**config.mk**
```make
export PLATFORM = sky130hd
export DESIGN_NAME = rrj_jump_unit
export DESIGN_NICKNAME = d
export VERILOG_FILES = /design/src/core/rrj_pkg.sv /design/src/core/rrj_jump_unit.sv /design/src/core/rrj_target_check.sv
export SDC_FILE = /design/constraint.sdc
export NUM_CORES = 1
export LEC_CHECK = 0
export BUFFER_PORTS_ARGS = -buffer_cell sky130_fd_sc_hd__clkbuf_2
export CORE_MARGIN = 3
export CORE_UTILIZATION = 46
export CTS_CLUSTER_SIZE = 20
export DETAILED_ROUTE_END_ITERATION = 10
export PLACE_DENSITY = 0.73
export SETUP_SLACK_MARGIN = 0.15
export SYNTH_ARGS = -nofsm -noshare
export SYNTH_HDL_FRONTEND = slang
export SYNTH_SLANG_ARGS = --single-unit
export TNS_END_PERCENT = 5
```
**constraint.sdc**
```tcl
create_clock -name mclk -period 1.8 [get_ports mclk]
set_input_delay 0.36 -clock mclk [delete_from_list [all_inputs] [get_ports mclk]]
set_output_delay 0.36 -clock mclk [all_outputs]
set_load 0.01 [all_outputs]
```
**src/core/rrj_pkg.sv**
```systemverilog
package rrj_pkg;

  // ----------------------------------------------------------------
  // widths and encodings
  // ----------------------------------------------------------------
  localparam int unsigned XLEN        = 32;
  localparam logic [5:0]  OP_SPECIAL  = 6'h00;
  localparam logic [5:0]  OP_REGION_X = 6'h1d;
  localparam logic [5:0]  FN_REG_JUMP = 6'h08;
  localparam logic [4:0]  LINK_REG    = 5'h1f;
  localparam int unsigned HINT_BAR_BIT = 10;
  localparam int unsigned REGION_BITS  = 28;
  localparam int unsigned IDX_SHIFT    = 2;
  localparam logic [31:0] LINK_OFFSET  = 32'h00000008;
  localparam logic [31:0] SLOT_OFFSET  = 32'h00000004;
  localparam logic [31:0] RESET_PC     = 32'h00000000;
  localparam logic        RESET_ISA    = 1'b0;
  localparam logic [4:0]  HINT_DEFAULT = 5'h00;
  localparam logic [3:0]  DRAIN_MAX    = 4'hf;

  // ----------------------------------------------------------------
  // types
  // ----------------------------------------------------------------
  typedef enum logic [1:0] {
    RRJ_IDLE  = 2'b00,
    RRJ_SLOT  = 2'b01,
    RRJ_DRAIN = 2'b10
  } rrj_state_e;

  typedef struct packed {
    logic        valid;
    logic [31:0] word;
    logic [31:0] pc;
  } rrj_issue_s;

  typedef struct packed {
    logic        valid;
    logic [4:0]  index;
    logic [31:0] data;
  } rrj_link_s;

  typedef struct packed {
    logic        reserved_instr;
    logic        addr_error;
  } rrj_exc_s;

endpackage

```
**src/core/rrj_jump_unit.sv**
```systemverilog
// The plain strobed port and the register addresses are this design's own decisions.
`timescale 1ns/1ps
// Operation
// RQ1: region call links pc plus eight
// RQ2: link bit 0 holds old isa select
// RQ3: region target from slot upper bits
// RQ4: last-word jump lands in next region
// RQ5: region call inverts isa select
// RQ6: delay slot executes before target
// RQ7: no compressed isa: reserved instruction
// RQ8: software keeps region targets word aligned
// RQ9: register jump loads select, clears bit 0; without compressed isa the code keeps select and the whole target
// RQ10: no compressed isa: low two bits fault
// RQ11: compressed: bit0 zero, bit1 one faults
// RQ12: instruction bit 10 selects barrier
// RQ13: hint zero means default register jump
// RQ14: barrier clears execution and instruction hazards
// RQ15: barrier legal in every mode
// RQ16: delay-slot hazards need not clear
// RQ17: no control transfer in delay slot
// RQ18: non-micro software gives aligned target
// RQ19: software clears hazards after stream change
// RQ20: register 31 source for returns
// RQ21: barrier waits for earlier system writes
// RQ22: pc and select update after slot
module rrj_jump_unit
  import rrj_pkg::*;
(
  // clock and reset
  input  wire logic          mclk,
  input  wire logic          reset_n,
  input  wire logic          clk_en,
  // configuration
  input  wire logic          compressed_isa_present,
  input  wire logic          cop0_enabled,
  // issue side
  input  wire rrj_pkg::rrj_issue_s issue,
  input  wire logic [31:0]   source_reg_value,
  input  wire logic          slot_done,
  input  wire logic          sys_writes_pending,
  // register file write
  output rrj_pkg::rrj_link_s link_wr,
  // redirect
  output logic               redirect_valid,
  output logic [31:0]        redirect_pc,
  output logic               instruction_set_select,
  // hazards and exceptions
  output logic               hazard_clear,
  output logic               fetch_hold,
  output rrj_pkg::rrj_exc_s  exc,
  output logic               jump_busy
);
  import rrj_pkg::*;

  // ----------------------------------------------------------------
  // decode
  // ----------------------------------------------------------------
  logic is_region_x;
  logic is_reg_jump;
  logic is_barrier;
  logic [31:0] slot_pc;
  logic [31:0] region_tgt;
  logic [31:0] reg_tgt;
  logic        reg_isa;

  always_comb
  begin
    is_region_x = issue.valid && (issue.word[31:26] == OP_REGION_X);
    is_reg_jump = issue.valid && (issue.word[31:26] == OP_SPECIAL)
                  && (issue.word[5:0] == FN_REG_JUMP);
    // bit 10 picks barrier; other hint bits give default handling
    is_barrier  = is_reg_jump && issue.word[HINT_BAR_BIT]; // RQ12 RQ13 RQ15
    slot_pc     = issue.pc + SLOT_OFFSET;
    // upper bits from the slot, so a last-word jump enters next region
    region_tgt  = {slot_pc[31:REGION_BITS],
                   issue.word[25:0], 2'b00}; // RQ3 RQ4
    if (compressed_isa_present)
    begin
      reg_tgt = {source_reg_value[31:1], 1'b0}; // RQ9
      reg_isa = source_reg_value[0]; // RQ9
    end
    else
    begin
      reg_tgt = source_reg_value; // RQ9
      reg_isa = instruction_set_select;
    end
  end

  // ----------------------------------------------------------------
  // jump sequencer
  // ----------------------------------------------------------------
  rrj_state_e  state_r, state_nxt;
  logic [31:0] tgt_r, tgt_nxt;
  logic        new_isa_r, new_isa_nxt;
  logic        bar_r, bar_nxt;
  logic        isa_r, isa_nxt;
  logic        redir_r, redir_nxt;
  logic [31:0] rpc_r, rpc_nxt;
  logic        hclr_r, hclr_nxt;
  logic        hold_r, hold_nxt;
  logic        busy_r, busy_nxt;
  rrj_link_s   link_r, link_nxt;
  rrj_exc_s    exc_r, exc_nxt;
  logic        tgt_fault;
  logic [31:0] chk_tgt;

  // fault looks at source bit 0 (the new select), not the cleared pc bit
  assign chk_tgt = compressed_isa_present ? {tgt_r[31:1], new_isa_r} : tgt_r; // RQ11

  rrj_target_check u_check (
    .target                 (chk_tgt),
    .compressed_isa_present (compressed_isa_present),
    .fetch_fault            (tgt_fault)
  );

  always_comb
  begin
    state_nxt   = state_r;
    tgt_nxt     = tgt_r;
    new_isa_nxt = new_isa_r;
    bar_nxt     = bar_r;
    isa_nxt     = isa_r;
    redir_nxt   = 1'b0;
    rpc_nxt     = rpc_r;
    hclr_nxt    = 1'b0;
    hold_nxt    = hold_r;
    link_nxt    = '0;
    exc_nxt     = '0;
    case (state_r)
      RRJ_IDLE:
      begin
        if (is_region_x && !compressed_isa_present)
          exc_nxt.reserved_instr = 1'b1; // RQ7
        else if (is_region_x)
        begin
          link_nxt.valid = 1'b1;
          link_nxt.index = LINK_REG; // RQ1
          link_nxt.data  = {issue.pc[31:1] + LINK_OFFSET[31:1], isa_r}; // RQ1 RQ2
          tgt_nxt        = region_tgt;
          new_isa_nxt    = ~isa_r; // RQ5
          bar_nxt        = 1'b0;
          state_nxt      = RRJ_SLOT; // RQ6
        end
        else if (is_reg_jump)
        begin
          tgt_nxt     = reg_tgt;
          new_isa_nxt = reg_isa;
          bar_nxt     = is_barrier;
          // barrier holds fetch of the target while earlier writes drain
          hold_nxt    = is_barrier; // RQ21
          state_nxt   = RRJ_SLOT; // RQ6
        end
      end
      RRJ_SLOT:
      begin
        // slot hazards are not waited on; only writes before the jump count
        if (slot_done)
          state_nxt = bar_r ? RRJ_DRAIN : RRJ_IDLE; // RQ22 RQ16
        if (slot_done && !bar_r)
        begin
          redir_nxt = 1'b1; // RQ22
          rpc_nxt   = tgt_r;
          isa_nxt   = new_isa_r; // RQ22
          exc_nxt.addr_error = tgt_fault; // RQ10 RQ11
        end
      end
      RRJ_DRAIN:
      begin
        if (!sys_writes_pending)
        begin
          redir_nxt = 1'b1; // RQ21
          rpc_nxt   = tgt_r;
          isa_nxt   = new_isa_r; // RQ22
          hclr_nxt  = 1'b1; // RQ14
          hold_nxt  = 1'b0;
          exc_nxt.addr_error = tgt_fault; // RQ10 RQ11
          state_nxt = RRJ_IDLE;
        end
      end
      default:
        state_nxt = RRJ_IDLE;
    endcase
    busy_nxt = (state_nxt != RRJ_IDLE);
  end

  // cop0_enabled is not consulted: the barrier never traps on mode
  logic unused_cop0;
  assign unused_cop0 = cop0_enabled; // RQ15

  always_ff @(posedge mclk or negedge reset_n)
  begin
    if (!reset_n)
    begin
      state_r   <= RRJ_IDLE;
      tgt_r     <= RESET_PC;
      new_isa_r <= RESET_ISA;
      bar_r     <= 1'b0;
      isa_r     <= RESET_ISA;
      redir_r   <= 1'b0;
      rpc_r     <= RESET_PC;
      hclr_r    <= 1'b0;
      hold_r    <= 1'b0;
      busy_r    <= 1'b0;
      link_r    <= '0;
      exc_r     <= '0;
    end
    else if (clk_en)
    begin
      state_r   <= state_nxt;
      tgt_r     <= tgt_nxt;
      new_isa_r <= new_isa_nxt;
      bar_r     <= bar_nxt;
      isa_r     <= isa_nxt;
      redir_r   <= redir_nxt;
      rpc_r     <= rpc_nxt;
      hclr_r    <= hclr_nxt;
      hold_r    <= hold_nxt;
      busy_r    <= busy_nxt;
      link_r    <= link_nxt;
      exc_r     <= exc_nxt;
    end
  end

  // ----------------------------------------------------------------
  // outputs
  // ----------------------------------------------------------------
  assign link_wr                = link_r;
  assign redirect_valid         = redir_r;
  assign redirect_pc            = rpc_r;
  assign instruction_set_select = isa_r;
  assign hazard_clear           = hclr_r;
  assign fetch_hold             = hold_r;
  assign exc                    = exc_r;
  assign jump_busy              = busy_r;

endmodule // rrj_jump_unit

```
**src/core/rrj_target_check.sv**
```systemverilog
`timescale 1ns/1ps
module rrj_target_check
  import rrj_pkg::*;
(
  // target and mode
  input  wire logic [31:0] target,
  input  wire logic        compressed_isa_present,
  // verdict
  output logic             fetch_fault
);

  always_comb
  begin
    if (compressed_isa_present)
      fetch_fault = (target[0] == 1'b0) && (target[1] == 1'b1); // RQ11
    else
      fetch_fault = |target[1:0]; // RQ10
  end

endmodule // rrj_target_check

```
==> reports/results.txt, run 1 <==
clock network fraction of design power: 30.3%
NetSw: 0.00206 W
total number of vias: 4381
DIE AREA: 0.0128 mm2
Ys Warns: 0
sequential power share: 41.4%
Slowest Stage Delay on Critical Path: 0.45 ns
asr flop ratio synth: 100%
Final Max Slew Viols: 0
max-slew headroom at the worst pin: 63.8%
drt total wl: 14700 um
post-synthesis cell type count: 49
Sink Count: 108
CP required: 2.02 ns
initial antenna violation count: 0
DR WL/cell: 18.4 um
Yosys top cell area share: 51.3%
Core Box Area: 0.0110 mm2
Buffers on Ports: 178
CTS tree: built
Root Driver: clkbuf_16
unrepaired setup endpoints after global routing: true
max-cap viol count: 0
CP max FO: 8
I/O pin cnt: 181
Residual DRC: 0
r2r setup slk: 0.007 ns
Initial Utilization: 47.8%
cell-by-cell trace of the critical path: ha_4 > and2_4 > a21oi_4 > o211a_4 > buf_12 > buf_16 > mux2_4
Antenna Cells: 0
Clock Skew: 0.00785 ns
failing checks: negative hold slack
Critical Path Sink Type: flip-flop
main flop type after synthesis: dfrtp_1
Seq/Total Area, Yosys: 51.3%
H-tree levels: 3
Logic pwr share: 28.3%
first-pass GRT wire length: 23000 um
worst hold-check path type: in -> async
status: complete, but fails checks
hold slack: -0.00439 ns
Buf/Inv on CP: 2
Fmax: 558 MHz
setup TNS: 0 ns
Tmin final: 1.79 ns
worst skew pair latency: 0.34 ns
gr ovfl total: 0
die height: 113 um
hold buffer count at CTS: 0
slowest CP cell: dfrtp_2
GPL Wtd Cong: 0.883
Synth area leaders: dfrtp_1, mux2_2, mux2i_1
Via density: 5.47
switching share of total power: 27.9%
worst ir drop on vdd: 0.568 mV
worst setup path category: reg -> reg
Slew @ Worst Pin: 0.544 ns
final setup violation count: 0
area leader, netlist: dfrtp_1
Crit path max-delay family: flip-flops
share of layout cells above drive strength 1: 44.5%
TritonRoute pass-1 iters: 4
fin nets: 765
Yosys reg bits: 108
Syn Area/Cell: 11.5 um2
power per cell area: 1010 mW/mm2
# rows: 38
Max clock buf depth: 2
period utilization: 99.6%
DRT iter0 DRCs: 241
Critical Path AT: 2.02 ns
clock transition at the registers of the reported paths: 0.07 ns
Final Core Density: 65.8%
mapped cell area: 0.00527 mm2
DP HPWL: 9680 um
Mapped Cells: 459
vias in the first global route: 4487
number of flops mapped to enable cells by yosys: 0
Syn Nets: 568
startpoint types: flip-flop
Die X-Extent: 113 um
largest net degree at the start of global routing: 41
area growth from synthesis to layout: 37.7%
Total GRT Usage: 22.5%
P_leak: 3.84 nW
DRT antenna net count: 0
Final Hold Viols: 5
CTS Buf Count: 9
Internal: 0.00531 W
[worst register-to-register path, delay by kind of cell, from the launching register on]
family / cells / cell delay [ns]
AOI/OAI and AO/OA: 2 / 0.31
adders and majority gates: 1 / 0.18
buffers and inverters: 2 / 0.28
DFF: 1 / 0.45
muxes: 1 / 0.30
and+or+nand+nor: 1 / 0.15
[cell usage after synthesis (all sizes together), types with 2 or more instances]
cell / instances
nor3: 5
o2bb2ai: 8
nand3: 20
mux2i: 27
dfrtp: 108
and3: 8
a22o: 25
and4: 6
o211ai: 2
nand4: 14
inv: 12
and2: 7
xor2: 7
o21ai: 16
a31o: 2
ha: 5
clkbuf: 6
nand2: 23
nor4: 2
xnor2: 21
nor2: 30
mux2: 34
a21o: 2
a21oi: 30
buf: 25
[cells in the final DEF, fill, tap and decap left out, types with 8 or more instances in the layout]
cell and instances:
a21oi_1 26, a22o_1 25, buf_12 9, buf_4 22
clkbuf_16 12, clkbuf_2 177, dfrtp_1 107, inv_1 10
mux2_4 33, mux2i_1 27, nand2_1 21, nand3_1 19
nand4_1 12, nor2_1 30, o21ai_0 12, o2bb2ai_1 8
xnor2_1 21
[final timing paths]
path                                          endpoint                     start  cells past startpoint
setup / recovery           redirect_pc[24]$_DFFE_PN0P_    state_r[1]$_DFFE_PN0P_                      7
hold / removal                   tgt_r[17]$_DFFE_PN0P_                   reset_n                      1
setup reg to reg           redirect_pc[24]$_DFFE_PN0P_    state_r[1]$_DFFE_PN0P_                      7
hold reg to reg               hazard_clear$_DFFE_PN0P_  hazard_clear$_DFFE_PN0P_                      2
max in group asynchronous      link_wr[12]$_DFFE_PN0P_                   reset_n                      2
min in group mclk               link_wr[1]$_DFFE_PN0P_                  issue[1]                      2
[layer usage]
layer / global-route usage (%) / wire length (um)
met5: 0 / 0
met4: 6.89 / 189
met3: 2.78 / 670
met2: 39.4 / 7690
met1: 29.4 / 6160
[cells by family (layout without fill, tap and decap cells)]
family | Yosys count | after routing | synth area share [%]
buffers and inverters | 43 | 245 | 4.41
adders and majority gates | 5 | 5 | 1.19
DFF | 108 | 108 | 51.3
xor gates and xnor gates | 28 | 28 | 4.65
and+or+nand+nor | 119 | 119 | 13.5
muxes | 61 | 61 | 12.4
AOI/OAI and AO/OA | 95 | 95 | 12.6
[cell type report]
| cell class | instances | area, um2 |
|---|---|---|
| Fill cell | 845 | 3770 |
| Sequential cell | 108 | 2700 |
| Multi-Input combinational cell | 308 | 2560 |
| Timing Repair Buffer | 217 | 1440 |
| Clock buffer | 12 | 236 |
| Tap cell | 140 | 175 |
| Clock inverter | 4 | 97.6 |
| Inverter | 12 | 47.5 |
[flip-flops by register name, indices dropped and copies added (netlist names), 2 cells and up]
name         cells
state_r          2
exc              2
tgt_r           32
link_wr         33
redirect_pc     32
[metrics by stage]
| stage | setup WS, ns | total power, W | area, um2 | std cells |
|---|---|---|---|---|
| 5_1_grt | -0.0374 | 0.00768 | 7260 | 801 |
| 3_5_place_dp | -0.0756 | 0.00463 | 6450 | 770 |
| 3_3_place_gp | -0.0107 | 0.00455 | 6450 | 770 |
| 6_report | 0.00695 | 0.00736 | 7260 | 801 |
| 4_1_cts | 0.00170 | 0.00726 | 7090 | 796 |
| 2_1_floorplan | 0.0600 | 0.00389 | 5310 | 459 |
[power by group through the flow]
stage	Sequential, W	Clock (W)	Combinational [W]
floorplan	0.00317	0	0.000724
global placement	0.00304	0	0.00151
detailed placement	0.00306	0	0.00156
CTS	0.00304	0.00227	0.00195
global route	0.00310	0.00234	0.00224
finish	0.00305	0.00223	0.00209
[repair_timing]
item,in CTS,in global routing
pin swaps,1,2
setup buffers,6,2
endpoints found under the setup margin,101,103
cloned,4,3
gates resized for setup,41,17
No activity file was read; power rests on OpenSTA's default activity.
==> inputs of run 2 (changes only) <==
--- a/config.mk
+++ b/config.mk
@@ -7,10 +7,11 @@
 export LEC_CHECK = 0
 export BUFFER_PORTS_ARGS = -buffer_cell sky130_fd_sc_hd__clkbuf_2
 export CORE_MARGIN = 3
-export CORE_UTILIZATION = 46
+export CORE_UTILIZATION = 50
 export CTS_CLUSTER_SIZE = 20
 export DETAILED_ROUTE_END_ITERATION = 10
-export PLACE_DENSITY = 0.73
+export GPL_ROUTABILITY_DRIVEN = 0
+export PLACE_DENSITY = 0.76
 export SETUP_SLACK_MARGIN = 0.15
 export SYNTH_ARGS = -nofsm -noshare
 export SYNTH_HDL_FRONTEND = slang
==> constraint.sdc (replaced) <==
create_clock -name mclk -period 2 [get_ports mclk]
set_input_delay 0.4 -clock mclk [delete_from_list [all_inputs] [get_ports mclk]]
set_output_delay 0.4 -clock mclk [all_outputs]
set_load 0.01 [all_outputs]
==> reports/results.txt, run 2 (synthesized netlist as in run 1, its figures left out) <==
status: finished, final reports clean
P_leak: 3.64 nW
max-cap viol count: 0
TritonRoute pass-1 iters: 4
worst hold-check path type: in -> reg
gr ovfl total: 0
Fmax: 551 MHz
unrepaired setup endpoints after global routing: true
share of layout cells above drive strength 1: 43.0%
largest net degree at the start of global routing: 51
Final Hold Viols: 0
Clock Skew: 0.0211 ns
total power: 0.00569 W
final worst slack: 0.186 ns
Initial Utilization: 52.7%
CTS Buf Count: 9
Antenna Cells: 0
Total GRT Usage: 22.1%
max-slew headroom at the worst pin: 67.7%
Max clock buf depth: 2
total number of vias: 4251
CP required: 2.25 ns
WL met2: 6880 um
first-pass GRT wire length: 20400 um
DIE AREA: 0.0118 mm2
Slew @ Worst Pin: 0.485 ns
Tmin final: 1.81 ns
Sink Count: 108
H-tree levels: 3
period utilization: 90.7%
CTS tree: built
cell-by-cell trace of the critical path: ha_2 > and2_4 > a21oi_4 > o211a_4 > clkbuf_16 > mux2_2
Critical Path Sink Type: flip-flop
initial antenna violation count: 0
Core Box Area: 0.0100 mm2
worst skew pair latency: 0.38 ns
fin nets: 751
DRT antenna net count: 0
Buffers on Ports: 178
worst setup path category: reg -> reg
DRT iter0 DRCs: 144
Slowest Stage Delay on Critical Path: 0.43 ns
hold slack: 0.240 ns
met3 WL: 657 um
startpoint types: flip-flop
I/O pin cnt: 181
Residual DRC: 0
power per cell area: 836 mW/mm2
slowest CP cell: dfrtp_1
Top Layer Used: met4
final setup violation count: 0
most common library cell in the layout ignoring fill and taps: clkbuf_2
DR WL/cell: 17.3 um
met1 wire length: 5660 um
max reg flops: 33
vias in the first global route: 4180
area growth from synthesis to layout: 29.2%
setup TNS: 0 ns
# rows: 36
Post-DP Area: 0.00632 mm2
fin area: 0.00681 mm2
Die X-Extent: 109 um
Root Driver: clkbuf_8
drt total wl: 13500 um
die height: 109 um
Critical Path AT: 2.07 ns
DP HPWL: 9270 um
Final Max Slew Viols: 0
CP max FO: 8
DP Worst Slack: 0.0222 ns
worst ir drop on vdd: 0.480 mV
most frequent cells in the layout: clkbuf_2, dfrtp_1, mux2_2, nor2_1, mux2i_1
clock transition at the registers of the reported paths: 0.11 ns
Via density: 5.45
==> run 2: final timing paths <==
path	slack, ns	end	cells after the start	start
setup / recovery	0.19	redirect_pc[30]$_DFFE_PN0P_	6	state_r[1]$_DFFE_PN0P_
hold / removal	0.24	link_wr[3]$_DFFE_PN0P_	2	issue[3]
setup reg to reg	0.19	redirect_pc[30]$_DFFE_PN0P_	6	state_r[1]$_DFFE_PN0P_
hold reg to reg	0.49	hazard_clear$_DFFE_PN0P_	2	hazard_clear$_DFFE_PN0P_
max in group asynchronous	0.81	redirect_pc[3]$_DFFE_PN0P_	3	reset_n
min in group asynchronous	0.52	link_wr[4]$_DFFE_PN0P_	2	reset_n
==> run 2: layer usage <==
| layer | vias up | GRT usage [%] |
|---|---|---|
| li1 | 2020 | - |
| met5 | - | 0 |
| met3 | 22 | 4.56 |
| met2 | 128 | 37.4 |
| met4 | 0 | 6.85 |
| met1 | 2081 | 28.7 |
==> run 2: metrics by stage <==
stage | instances | util, %
6_report | 780 | 68.1
5_1_grt | 780 | 68.1
4_1_cts | 773 | 66.4
3_5_place_dp | 752 | 63.2
3_3_place_gp | 752 | 63.2
2_1_floorplan | 459 | -
==> run 2: what timing repair did <==
action	CTS	global route
resized for setup	6	11
setup endpoints to repair	63	69
hold endpoints to repair	36	0
hold buffers	1	0
cloned	2	5
setup buffers	2	2
pin swaps	0	1
==> run 2: area by class of cell <==
| cell class | count | area (um2) |
|---|---|---|
| Clock buffer | 9 | 124 |
| Clock inverter | 7 | 91.3 |
| Fill cell | 820 | 3190 |
| Inverter | 12 | 45.0 |
| Multi-Input combinational cell | 308 | 2410 |
| Sequential cell | 108 | 2700 |
| Tap cell | 133 | 166 |
| Timing Repair Buffer | 203 | 1270 |
==> run 2: critical path: cells and delay by family (launching register included) <==
family / cells / cell delay, ns
buf+inv: 1 / 0.19
compound gates: 2 / 0.39
mux: 1 / 0.33
fa+ha+maj: 1 / 0.20
flops: 1 / 0.43
simple gates: 1 / 0.15
==> run 2: power by group <==
group          switching, W  internal (W)  total (W)
clock              0.000806      0.000612    0.00142
sequential         0.000188       0.00252    0.00271
combinational      0.000771      0.000795    0.00157
total               0.00176       0.00393    0.00569
==> inputs of run 3 (changes only) <==
--- a/config.mk
+++ b/config.mk
@@ -7,11 +7,12 @@
 export LEC_CHECK = 0
 export BUFFER_PORTS_ARGS = -buffer_cell sky130_fd_sc_hd__clkbuf_2
 export CORE_MARGIN = 3
-export CORE_UTILIZATION = 50
+export CORE_UTILIZATION = 25
 export CTS_CLUSTER_SIZE = 20
 export DETAILED_ROUTE_END_ITERATION = 10
 export GPL_ROUTABILITY_DRIVEN = 0
-export PLACE_DENSITY = 0.76
+export PLACE_DENSITY = 0.42
+export REMOVE_ABC_BUFFERS = 1
 export SETUP_SLACK_MARGIN = 0.15
 export SYNTH_ARGS = -nofsm -noshare
 export SYNTH_HDL_FRONTEND = slang
==> reports/results.txt, run 3 (synthesized netlist as in run 1, its figures left out) <==
I/O pin cnt: 181
DIE AREA: 0.0229 mm2
Core Box Area: 0.0205 mm2
most common library cell in the layout ignoring fill and taps: clkbuf_2
Internal: 0.00436 W
area growth from synthesis to layout: 36.5%
clock transition at the registers of the reported paths: 0.08 ns
sequential power share: 42.9%
CTS tree: built
drt total wl: 15200 um
Fmax: 547 MHz
fin nets: 762
clock network fraction of design power: 31.4%
CP max FO: 6
Cells after DPL: 902
unrepaired setup endpoints after global routing: true
Via density: 4.56
Initial Utilization: 25.7%
DRT antenna net count: 0
H-tree levels: 3
Logic pwr share: 25.7%
max-slew headroom at the worst pin: 69.1%
fill cell count: 2067
max reg flops: 33
Final Core Density: 35.1%
max-cap viol count: 0
period utilization: 91.5%
Critical Path AT: 2.07 ns
Layout Cells excl Fill: 929
first-pass GRT wire length: 23000 um
Die X-Extent: 151 um
gr ovfl total: 0
Final Max Slew Viols: 0
die height: 151 um
Slew @ Worst Pin: 0.464 ns
Root Driver: clkbuf_16
Residual DRC: 0
Critical Path Sink Type: flip-flop
# rows: 52
startpoint types: flip-flop
Max clock buf depth: 2
worst hold-check path type: in -> reg
final setup violation count: 0
largest net degree at the start of global routing: 40
DR WL/cell: 16.4 um
most frequent cells in the layout: clkbuf_2, dfrtp_1, mux2_2, nor2_1, mux2i_1
switching share of total power: 30.7%
status: finished, final reports clean
NetSw: 0.00193 W
Sink Count: 108
P_leak: 3.76 nW
worst ir drop on vdd: 0.415 mV
total number of vias: 4237
Buffers on Ports: 178
power per cell area: 874 mW/mm2
Final Hold Viols: 0
vias in the first global route: 4221
worst setup path category: reg -> reg
Tmin final: 1.83 ns
worst skew pair latency: 0.36 ns
CTS Buf Count: 9
CP required: 2.24 ns
DRT iter0 DRCs: 216
DP HPWL: 11200 um
initial antenna violation count: 1
Total GRT Usage: 13.0%
Clock Skew: 0.0139 ns
share of layout cells above drive strength 1: 43.8%
TritonRoute pass-1 iters: 4
-- run 3: worst paths after layout --
path,start,endpoint,slack [ns],cells after the start
max in group asynchronous,reset_n,tgt_r[15]$_DFFE_PN0P_,0.88,3
worst min-delay path,issue[3],link_wr[3]$_DFFE_PN0P_,0.27,2
worst max register to register,state_r[1]$_DFFE_PN0P_,redirect_pc[15]$_DFFE_PN0P_,0.17,6
worst min register to register,exc[1]$_DFFE_PN0P_,exc[1]$_DFFE_PN0P_,0.49,2
worst max-delay path,state_r[1]$_DFFE_PN0P_,redirect_pc[15]$_DFFE_PN0P_,0.17,6
min in group asynchronous,reset_n,tgt_r[18]$_DFFE_PN0P_,0.53,2
-- run 3: what timing repair did --
| item | in CTS | in global routing |
|---|---|---|
| gates resized for setup | 8 | 15 |
| setup buffers | 3 | 2 |
| setup endpoints to repair | 58 | 63 |
| pin swaps | 1 | 1 |
| hold endpoints to repair | 26 | 0 |
| cloned | 2 | 2 |
| hold buffers | 1 | 0 |
-- run 3: power groups by stage --
stage,logic (W),clock network [W],registers (W)
2_1_floorplan,0.000595,0,0.00285
3_3_place_gp,0.00144,0,0.00273
3_5_place_dp,0.00146,0,0.00274
4_1_cts,0.00154,0.00204,0.00270
5_1_grt,0.00175,0.00213,0.00274
6_report,0.00162,0.00197,0.00270
-- run 3: metal layers --
| layer | track usage, % | routed length, um |
|---|---|---|
| met1 | 16.8 | 6600 |
| met4 | 4.49 | 252 |
| met2 | 21.3 | 7600 |
| met3 | 3.08 | 727 |
| met5 | 0 | 9 |
-- run 3: area by class of cell --
type                       count  area (um2)  area share (%)
inverter                      12        45.0           0.626
tap                          270         338            4.69
clock buffer                   9         225            3.13
multi-input combinational    308        2420            33.6
clock inverter                 7         103            1.43
sequential                   108        2700            37.6
timing repair buffer         214        1360            18.9
antenna                        1        2.50          0.0348
-- run 3: stage by stage --
step	setup TNS (ns)	instance area (um2)	setup WS (ns)	hold WS, ns	total power, W
floorplan	-22.55	5080	-0.578	0.104	0.00344
global placement	0	6620	0.0634	0.378	0.00417
global route	0	7190	0.135	0.256	0.00663
CTS	0	7060	0.0942	0.252	0.00628
finish	0	7200	0.171	0.268	0.00629
detailed placement	-0.936	6620	-0.0469	0.383	0.00421
-- run 3: critical path, stage by stage (launching register included) --
cell,delay [ns]
dfrtp_1,0.44
ha_4,0.18
and2_4,0.14
a21oi_4,0.13
o211a_4,0.30
clkbuf_16,0.19
mux2_2,0.33
